<file path="src/sttp_pkg.sv">
// Constants and types for the serial test transmit port.
package sttp_pkg;

  localparam int DATA_W = 32;
  localparam int REG_W = 16;
  localparam int BYTE_W = 8;
  localparam int FRAME_BITS = 12;
  localparam int NUM_DAT = 3;
  localparam int FIFO_DEPTH = 8;

  localparam logic [31:0] KEY_FIRST_ADDR = 32'hffff0880;
  localparam logic [31:0] CTRL_ADDR = 32'hffff0884;
  localparam logic [31:0] KEY_SECOND_ADDR = 32'hffff0888;
  localparam logic [31:0] DAT_ONE_TWO_ADDR = 32'hffff088c;
  localparam logic [31:0] DAT_THREE_FOUR_ADDR = 32'hffff0890;
  localparam logic [31:0] DAT_FIVE_SIX_ADDR = 32'hffff0894;

  localparam logic [15:0] KEY_FIRST_VAL = 16'h0007;
  localparam logic [15:0] KEY_SECOND_VAL = 16'h00b9;
  localparam logic [15:0] DAT_RESET = 16'h0000;

  localparam int CTRL_EN_BIT = 0;
  localparam int CTRL_RST_BIT = 1;
  localparam int CTRL_CNT_LO = 2;
  localparam int CTRL_CNT_HI = 4;
  localparam logic [2:0] CNT_MAX = 3'h5;
  localparam logic [3:0] STATE_LOADING = 4'hd;
  localparam logic [3:0] BIT_FIRST = 4'h1;
  localparam logic [3:0] BIT_LAST = 4'hc;
  localparam logic [3:0] BIT_STOP_FIRST = 4'hb;

  typedef enum logic [1:0] {
    KEY_IDLE = 2'b00,
    KEY_ARMED = 2'b01,
    KEY_HELD = 2'b10
  } sttp_key_t;

  typedef enum logic [1:0] {
    LD_IDLE = 2'b00,
    LD_PUSH = 2'b01,
    LD_DRAIN = 2'b10
  } sttp_ld_t;

  typedef enum logic {
    SER_IDLE = 1'b0,
    SER_SHIFT = 1'b1
  } sttp_ser_t;

endpackage : sttp_pkg

</file>
<file path="src/sttp_fifo.sv">
// Byte FIFO between the loader and the serializer.
`timescale 1ns/1ps
module sttp_fifo #(
  parameter int WIDTH = 8,
  parameter int DEPTH = 8
) (
  // Clock and reset
  input wire logic pclk,
  input wire logic presetn,
  input wire logic clr,
  // Fill side
  input wire logic in_valid,
  output logic in_ready,
  input wire logic [WIDTH-1:0] in_data,
  // Drain side
  output logic out_valid,
  input wire logic out_ready,
  output logic [WIDTH-1:0] out_data
);
  localparam int AW = $clog2(DEPTH);

  logic [WIDTH-1:0] mem_q [DEPTH];
  logic [WIDTH-1:0] mem_d [DEPTH];
  logic [AW-1:0] wr_q, wr_d, rd_q, rd_d;
  logic [AW:0] cnt_q, cnt_d;
  logic push, pop;

  assign in_ready = (cnt_q != DEPTH[AW:0]);
  assign out_valid = (cnt_q != '0);
  assign out_data = mem_q[rd_q];
  assign push = in_valid && in_ready;
  assign pop = out_valid && out_ready;

  always_comb begin
    mem_d = mem_q;
    wr_d = wr_q;
    rd_d = rd_q;
    cnt_d = cnt_q;
    if (clr) begin
      wr_d = '0;
      rd_d = '0;
      cnt_d = '0;
    end else begin
      if (push) begin
        mem_d[wr_q] = in_data;
        wr_d = (wr_q == AW'(DEPTH - 1)) ? '0 : wr_q + 1'b1;
      end
      if (pop) begin
        rd_d = (rd_q == AW'(DEPTH - 1)) ? '0 : rd_q + 1'b1;
      end
      cnt_d = cnt_q + (AW + 1)'(push) - (AW + 1)'(pop);
    end
  end

  always_ff @(posedge pclk or negedge presetn) begin
    if (!presetn) begin
      mem_q <= '{default: '0};
      wr_q <= '0;
      rd_q <= '0;
      cnt_q <= '0;
    end else begin
      mem_q <= mem_d;
      wr_q <= wr_d;
      rd_q <= rd_d;
      cnt_q <= cnt_d;
    end
  end

endmodule : sttp_fifo

</file>
<file path="src/sttp_top.sv">
// Serial test transmit port: APB registers, key lock, loader and serializer.
// Functional notes
// - Sends one to six bytes per run
// - Frame: start, eight data, parity, two stops
// - One bit per baud timer overflow
// - Control write without first key ignored
// - Second key must follow control write
// - Data registers give bytes low lane first
// - Control bits 4:2 hold byte count minus one
// - State bits nonzero while sending
// - Control bit 1 resets port
// - Control bit 0 enables port
// - Sending starts without further software action
// - Wait until needed data registers written
// - Control reads back written value when done
`timescale 1ns/1ps
module sttp_top #(
  parameter logic PARITY_ODD = 1'h0,
  parameter int FIFO_DEPTH = sttp_pkg::FIFO_DEPTH
) (
  // Clock and reset
  input wire logic pclk,
  input wire logic presetn,
  // APB slave
  input wire logic [31:0] paddr,
  input wire logic psel,
  input wire logic penable,
  input wire logic pwrite,
  input wire logic [31:0] pwdata,
  input wire logic [3:0] pstrb,
  output logic [31:0] prdata,
  output logic pready,
  output logic pslverr,
  // Baud timer overflow pulse
  input wire logic baud_tick,
  // Test pin
  output logic test_pin
);
  localparam int BW = sttp_pkg::BYTE_W;
  localparam int RW = sttp_pkg::REG_W;

  function automatic logic [RW-1:0] merge16(input logic [RW-1:0] old_v,
                                            input logic [RW-1:0] new_v,
                                            input logic [1:0] strb);
    logic [RW-1:0] r;
    r = old_v;
    if (strb[0]) r[BW-1:0] = new_v[BW-1:0];
    if (strb[1]) r[RW-1:BW] = new_v[RW-1:BW];
    return r;
  endfunction : merge16

  function automatic logic hit(input logic [31:0] a, input logic [31:0] reg_addr);
    return a == reg_addr;
  endfunction : hit

  // Register state
  sttp_pkg::sttp_key_t key_q, key_d;
  logic [RW-1:0] held_q, held_d;
  logic ctrl_en_q, ctrl_en_d;
  logic [2:0] ctrl_cnt_q, ctrl_cnt_d;
  logic [RW-1:0] dat_q [sttp_pkg::NUM_DAT];
  logic [RW-1:0] dat_d [sttp_pkg::NUM_DAT];
  logic [sttp_pkg::NUM_DAT-1:0] wr_q, wr_d;
  logic [31:0] prdata_q, prdata_d;
  // Loader and serializer state
  sttp_pkg::sttp_ld_t ld_q, ld_d;
  logic [2:0] idx_q, idx_d;
  sttp_pkg::sttp_ser_t ser_q, ser_d;
  logic [sttp_pkg::FRAME_BITS-1:0] frame_q, frame_d;
  logic [3:0] bitn_q, bitn_d;

  logic xfer, setup, commit, soft_rst, done, loaded_ok, flush;
  logic [2:0] last_idx;
  logic [sttp_pkg::NUM_DAT-1:0] need;
  logic [3:0] state_bits;
  logic [RW-1:0] ctrl_rd, wdat;
  logic push_valid, push_ready, pop_valid, pop_ready, ser_load;
  logic [BW-1:0] push_data, pop_data;

  assign setup = psel && !penable;
  assign xfer = psel && penable;
  assign pready = xfer;
  assign wdat = pwdata[RW-1:0];
  assign pslverr = xfer && !(hit(paddr, sttp_pkg::KEY_FIRST_ADDR)
                   || hit(paddr, sttp_pkg::CTRL_ADDR)
                   || hit(paddr, sttp_pkg::KEY_SECOND_ADDR)
                   || hit(paddr, sttp_pkg::DAT_ONE_TWO_ADDR)
                   || hit(paddr, sttp_pkg::DAT_THREE_FOUR_ADDR)
                   || hit(paddr, sttp_pkg::DAT_FIVE_SIX_ADDR));
  assign prdata = prdata_q;

  assign commit = (key_q == sttp_pkg::KEY_HELD) && xfer && pwrite
                  && hit(paddr, sttp_pkg::KEY_SECOND_ADDR)
                  && (wdat == sttp_pkg::KEY_SECOND_VAL);
  assign soft_rst = commit && held_q[sttp_pkg::CTRL_RST_BIT];
  assign flush = soft_rst || !ctrl_en_q;

  assign last_idx = (ctrl_cnt_q > sttp_pkg::CNT_MAX) ? sttp_pkg::CNT_MAX : ctrl_cnt_q;

  always_comb begin
    for (int r = 0; r < sttp_pkg::NUM_DAT; r++) begin
      need[r] = (3'(2 * r) <= last_idx);
    end
  end
  assign loaded_ok = &(wr_q | ~need);

  // nonzero while a run is active
  assign state_bits = (ser_q == sttp_pkg::SER_SHIFT) ? bitn_q
                      : (ld_q != sttp_pkg::LD_IDLE) ? sttp_pkg::STATE_LOADING : 4'h0;
  // reads back written value once idle
  assign ctrl_rd = {7'h00, state_bits, ctrl_cnt_q, 1'h0, ctrl_en_q};

  always_comb begin
    key_d = key_q;
    held_d = held_q;
    ctrl_en_d = ctrl_en_q;
    ctrl_cnt_d = ctrl_cnt_q;
    dat_d = dat_q;
    wr_d = wr_q;
    prdata_d = prdata_q;
    if (setup && !pwrite) begin
      prdata_d = '0;
      if (hit(paddr, sttp_pkg::CTRL_ADDR)) prdata_d[RW-1:0] = ctrl_rd;
      for (int r = 0; r < sttp_pkg::NUM_DAT; r++) begin
        if (hit(paddr, sttp_pkg::DAT_ONE_TWO_ADDR + 32'(4 * r))) prdata_d[RW-1:0] = dat_q[r];
      end
    end
    if (done) wr_d = '0;
    if (xfer) begin
      // any other access drops the key state
      key_d = sttp_pkg::KEY_IDLE;
      if (pwrite && hit(paddr, sttp_pkg::KEY_FIRST_ADDR) && wdat == sttp_pkg::KEY_FIRST_VAL) begin
        key_d = sttp_pkg::KEY_ARMED;
      end
      // control write only after first key
      if (key_q == sttp_pkg::KEY_ARMED && pwrite && hit(paddr, sttp_pkg::CTRL_ADDR)) begin
        key_d = sttp_pkg::KEY_HELD;
        held_d = wdat;
      end
      if (commit) begin
        ctrl_en_d = held_q[sttp_pkg::CTRL_EN_BIT];
        ctrl_cnt_d = held_q[sttp_pkg::CTRL_CNT_HI:sttp_pkg::CTRL_CNT_LO];
        wr_d = '0;
      end
      for (int r = 0; r < sttp_pkg::NUM_DAT; r++) begin
        if (pwrite && hit(paddr, sttp_pkg::DAT_ONE_TWO_ADDR + 32'(4 * r))) begin
          dat_d[r] = merge16(dat_q[r], wdat, pstrb[1:0]);
          wr_d[r] = 1'h1;
        end
      end
    end
    if (soft_rst) begin
      ctrl_en_d = 1'h0;
      ctrl_cnt_d = 3'h0;
      dat_d = '{default: sttp_pkg::DAT_RESET};
      wr_d = '0;
    end
  end

  always_ff @(posedge pclk or negedge presetn) begin
    if (!presetn) begin
      key_q <= sttp_pkg::KEY_IDLE;
      held_q <= '0;
      ctrl_en_q <= 1'h0;
      ctrl_cnt_q <= 3'h0;
      dat_q <= '{default: sttp_pkg::DAT_RESET};
      wr_q <= '0;
      prdata_q <= '0;
    end else begin
      key_q <= key_d;
      held_q <= held_d;
      ctrl_en_q <= ctrl_en_d;
      ctrl_cnt_q <= ctrl_cnt_d;
      dat_q <= dat_d;
      wr_q <= wr_d;
      prdata_q <= prdata_d;
    end
  end

  // byte one from low lane of first register
  assign push_data = idx_q[0] ? dat_q[idx_q[2:1]][RW-1:BW] : dat_q[idx_q[2:1]][BW-1:0];

  always_comb begin
    ld_d = ld_q;
    idx_d = idx_q;
    push_valid = 1'h0;
    done = 1'h0;
    unique case (ld_q)
      sttp_pkg::LD_IDLE: begin
        if (ctrl_en_q && loaded_ok) begin
          ld_d = sttp_pkg::LD_PUSH;
          idx_d = 3'h0;
        end
      end
      sttp_pkg::LD_PUSH: begin
        push_valid = 1'h1;
        if (push_ready) begin
          if (idx_q == last_idx) ld_d = sttp_pkg::LD_DRAIN;
          else idx_d = idx_q + 3'h1;
        end
      end
      sttp_pkg::LD_DRAIN: begin
        if (!pop_valid && ser_q == sttp_pkg::SER_IDLE) begin
          done = 1'h1;
          ld_d = sttp_pkg::LD_IDLE;
        end
      end
      default: ld_d = sttp_pkg::LD_IDLE;
    endcase
    if (flush) begin
      ld_d = sttp_pkg::LD_IDLE;
      push_valid = 1'h0;
      done = 1'h0;
    end
  end

  always_ff @(posedge pclk or negedge presetn) begin
    if (!presetn) begin
      ld_q <= sttp_pkg::LD_IDLE;
      idx_q <= 3'h0;
    end else begin
      ld_q <= ld_d;
      idx_q <= idx_d;
    end
  end

  sttp_fifo #(
    .WIDTH(BW),
    .DEPTH(FIFO_DEPTH)
  ) u_fifo (
    .pclk(pclk),
    .presetn(presetn),
    .clr(flush),
    .in_valid(push_valid),
    .in_ready(push_ready),
    .in_data(push_data),
    .out_valid(pop_valid),
    .out_ready(pop_ready),
    .out_data(pop_data)
  );

  // frames start only on a timer overflow
  assign pop_ready = baud_tick && !flush
                     && (ser_q == sttp_pkg::SER_IDLE || bitn_q == sttp_pkg::BIT_LAST);
  assign ser_load = pop_ready && pop_valid;
  assign test_pin = frame_q[0];

  always_comb begin
    ser_d = ser_q;
    frame_d = frame_q;
    bitn_d = bitn_q;
    if (ser_load) begin
      // stops, parity, data, start; parity sense
      frame_d = {2'h3, (^pop_data) ^ PARITY_ODD, pop_data, 1'h0};
      bitn_d = sttp_pkg::BIT_FIRST;
      ser_d = sttp_pkg::SER_SHIFT;
    end else if (ser_q == sttp_pkg::SER_SHIFT && baud_tick) begin
      if (bitn_q == sttp_pkg::BIT_LAST) begin
        ser_d = sttp_pkg::SER_IDLE;
        frame_d = '1;
        bitn_d = 4'h0;
      end else begin
        // shift out LSB first, fill with idle level
        frame_d = {1'h1, frame_q[sttp_pkg::FRAME_BITS-1:1]};
        bitn_d = bitn_q + 4'h1;
      end
    end
    if (flush) begin
      ser_d = sttp_pkg::SER_IDLE;
      frame_d = '1;
      bitn_d = 4'h0;
    end
  end

  always_ff @(posedge pclk or negedge presetn) begin
    if (!presetn) begin
      ser_q <= sttp_pkg::SER_IDLE;
      frame_q <= '1;
      bitn_q <= 4'h0;
    end else begin
      ser_q <= ser_d;
      frame_q <= frame_d;
      bitn_q <= bitn_d;
    end
  end
endmodule : sttp_top

</file>
<file path="config.mk">
export PLATFORM = sky130hd
export DESIGN_NAME = sttp_top
export DESIGN_NICKNAME = d
export VERILOG_FILES = /design/src/sttp_pkg.sv /design/src/sttp_fifo.sv /design/src/sttp_top.sv
export SDC_FILE = /design/constraint.sdc
export NUM_CORES = 1
export LEC_CHECK = 0
export ABC_AREA = 1
export BUFFER_PORTS_ARGS = -buffer_cell sky130_fd_sc_hd__buf_4
export CAP_MARGIN = 20
export CORE_UTILIZATION = 35
export CTS_CLUSTER_DIAMETER = 50
export CTS_CLUSTER_SIZE = 28
export DETAILED_ROUTE_END_ITERATION = 10
export PLACE_DENSITY = 0.52
export SLEW_MARGIN = 20
export SYNTH_ARGS = -nofsm -noshare
export SYNTH_HDL_FRONTEND = slang
export SYNTH_SLANG_ARGS = --single-unit
</file>
<file path="constraint.sdc">
create_clock -name pclk -period 2.8 [get_ports pclk]
set_input_delay 0.28 -clock pclk [delete_from_list [all_inputs] [get_ports pclk]]
set_output_delay 0.28 -clock pclk [all_outputs]
set_load 0.02 [all_outputs]
</file>
==> results.cfg <==
[clocking]
numCtsBuffers = 17
clk_pin_slew_worst_paths_ps = 60
cts_tree = built
clock_sinks = 172
cts-htree-levels = 4
cts_buffer_depth = 2
postCtsSetupRepairBufs = 0
postCtsResizedCells = 0
cts_hold_buf = 1
insertion_delay_ps = 430
cts-root-buf = clkbuf_16

[route]
drt-pass1-iter-count = 5
wl_per_cell_um = 15.4
drc_errors = 0
antenna_left = 0
drt_wl_total_mm = 26.8
via_count = 8463
viasPerCell = 4.88
drt_iter0_markers = 558

[critical_path]
worstPathMaxFanout = 4
crit_top_cell = nand2_1
cp_slowest_cell = dfrtp_1
slowest_delay_ps = 440
arrival_ps = 2690
critical_path_required_ps = 3110
start_kind = flip-flop
worstSetupPathType = reg2reg
worstSetupEndpointType = flip-flop
worstPathCellList = inv_1 > ha_1 > nand3_1 > nand2_1 > nand3_1 > nor2_2 > inv_1 > nand2_1 > nand2_1 > ha_1 > fa_1 > xnor2_1 > nor2_1

[timing]
tightestPinTransition_ps = 910
hold_viol_final = 0
rsz0062_at_grt = false
min_period_ps = 2380
max_freq_mhz = 420
fin_skew_ps = 13.7
setup_tns_ps = 0
fin_crit_sh_pct = 85.1
setup_violations = 0
slew_headroom_pct = 39.4
finalMaxSlewViolations = 0

[min_path]
min_path_type = in2reg

[global_route]
grt_overflow_total = 0
antenna_found_initial = 0
met2_usage_pct = 33.8
grt_pass1_vias = 8232
grt_busiest_layer = met2
met1_usage_pct = 27.1
grt_pass1_wl_mm = 44.3
grt_use_met3_pct = 2.61
grt_max_degree = 63
grt_usage_pct = 20.0

[synthesis]
yosysUniqueCellTypes = 42
yosysMostFrequentCell = nand2_1
synth-seq-cells = 172
synth_cells = 1301
synth_ff_type = dfrtp_1
syn_area_mm2 = 0.00962
yosysTopAreaCellShare_pct = 42.1
synth_top_cell_by_area = dfrtp_1
synth.area.top_cells = dfrtp_1 (42%), nand2_1 (18%), nand3_1 (7.3%)
yosysSeqAreaShare_pct = 44.9
synth_edf_count = 0
synth_common_cells = nand2_1 (467), dfrtp_1 (162), nand3_1 (141)
avgSynthCellArea_um2 = 7.39
synth-async-reset-ratio_pct = 100
ys_warn_count = 0

[layout]
fin_util_pct = 41.4
multiInputGateArea_mm2 = 0.00447
seq_area_mm2 = 0.00432
layout.nets = 1472
n_fill_cell = 2818
antenna_cells = 0
areaGrowthSynthToFinish_pct = 15.9
drive_above_1_share_pct = 15.4

[power_and_ir_drop]
leakagePower_nw = 5.64
peakVddDrop_mv = 0.347
cellPowerDensity_mw_per_mm2 = 459

[place]
place.gp.congestion = 0.852
dpl.hpwl_mm = 19.0
io_buffers = 74

[floorplanning]
die_x_um = 168
core_area_mm2 = 0.0270
num_rows = 60
initial_core_util_pct = 35.7
die_y_um = 168
die_area_mm2 = 0.0281
io_pins = 109

[job]
cap_viol_max_count = 0

[outcome]
status = finished clean
==> layout by cell type (no fill, tap or decap), drive strengths merged <==
cell,n
a211oi,1
bufinv,2
clkinvlp,1
nor4,4
nand4,23
dfrtp,162
nor2,74
and2,4
dfstp,10
xnor2,1
or2,14
fa,1
ha,12
dlygate4sd3,1
a21oi,18
clkbuf,19
conb,16
inv,127
clkinv,3
buf,115
o21ai,144
nand3,143
and3,1
xor2,5
nor3,11
nor3b,1
nand3b,1
o22ai,8
nand2,472
==> metal layers <==
layer	vias up	share of wire, %
met3	19	2.6
met5	-	0
met4	0	1.3
li1	4309	-
met1	3996	48
met2	139	48
==> metrics by stage <==
| step | total power [mW] | hold slack (ps) | area [um2] | setup slack [ps] | std cells |
|---|---|---|---|---|---|
| finish | 5.12 | 140 | 11100 | 418 | 1735 |
| global route | 5.31 | 126 | 11100 | 215 | 1735 |
| CTS | 5.18 | 125 | 11100 | 401 | 1735 |
| detailed placement | 2.81 | 292 | 10600 | 116 | 1706 |
| global placement | 2.81 | 289 | 10600 | 96.1 | 1706 |
| floorplan | 2.66 | -15.6 | 9670 | 365 | 1316 |
==> path summary, 6_finish.rpt <==
check / start / depth (start not counted) / end / slack, ps
setup / recovery: bitn_q[1] / 13 / u_fifo.cnt_q[2] / 420
hold / removal: pwdata[4] / 3 / held_q[4] / 140
setup reg to reg: bitn_q[1] / 13 / u_fifo.cnt_q[2] / 420
hold reg to reg: frame_q[2] / 2 / frame_q[2] / 470
max in group asynchronous: presetn / 3 / prdata[2] / 1640
min in group asynchronous: presetn / 2 / u_fifo.mem_q[54] / 390
==> layout make-up <==
cell class	count	share of cell area, %
multi-input combinational	954	40.1
sequential	172	38.7
timing repair buffer	116	8.09
inverter	124	4.22
clock buffer	19	4.06
tap	341	3.83
clock inverter	9	1.03
==> report_power, final <==
group | leakage (nW) | switching [mW] | internal (mW) | total [mW]
clock | 0.276 | 1.01 | 1.35 | 2.36
sequential | 2.20 | 0.00233 | 2.49 | 2.49
combinational | 3.17 | 0.166 | 0.0953 | 0.261
==> worst max-delay path: cells and delay by family (launching register included) <==
kind | cells | cell delay (ps)
fa+ha+maj | 3 | 760
xor+xnor | 1 | 160
simple gates | 7 | 740
buf+inv | 2 | 180
flops | 1 | 440
==> registers in the layout, summed over array words and instances (netlist names) <==
register	count
u_fifo.rd_q	3
ser_q	1
u_fifo.mem_q	64
bitn_q	4
held_q	5
idx_q	3
ctrl_en_q	1
u_fifo.cnt_q	4
dat_q	48
prdata	16
frame_q	10
ctrl_cnt_q	3
ld_q	2
u_fifo.wr_q	3
key_q	2
wr_q	3
==> logic make-up after synthesis <==
family | Yosys count | synth area share, %
adder cells (fa/ha/maj) | 13 | 1.77
XOR/XNOR | 6 | 0.546
AND/OR/NAND/NOR | 748 | 33.9
AO/OA/AOI/OAI | 171 | 9.61
flip-flops | 172 | 44.9
buffers and inverters | 190 | 9.28
other | 1 | 0.0390
Note: power is estimated with default switching activity, not from simulation.
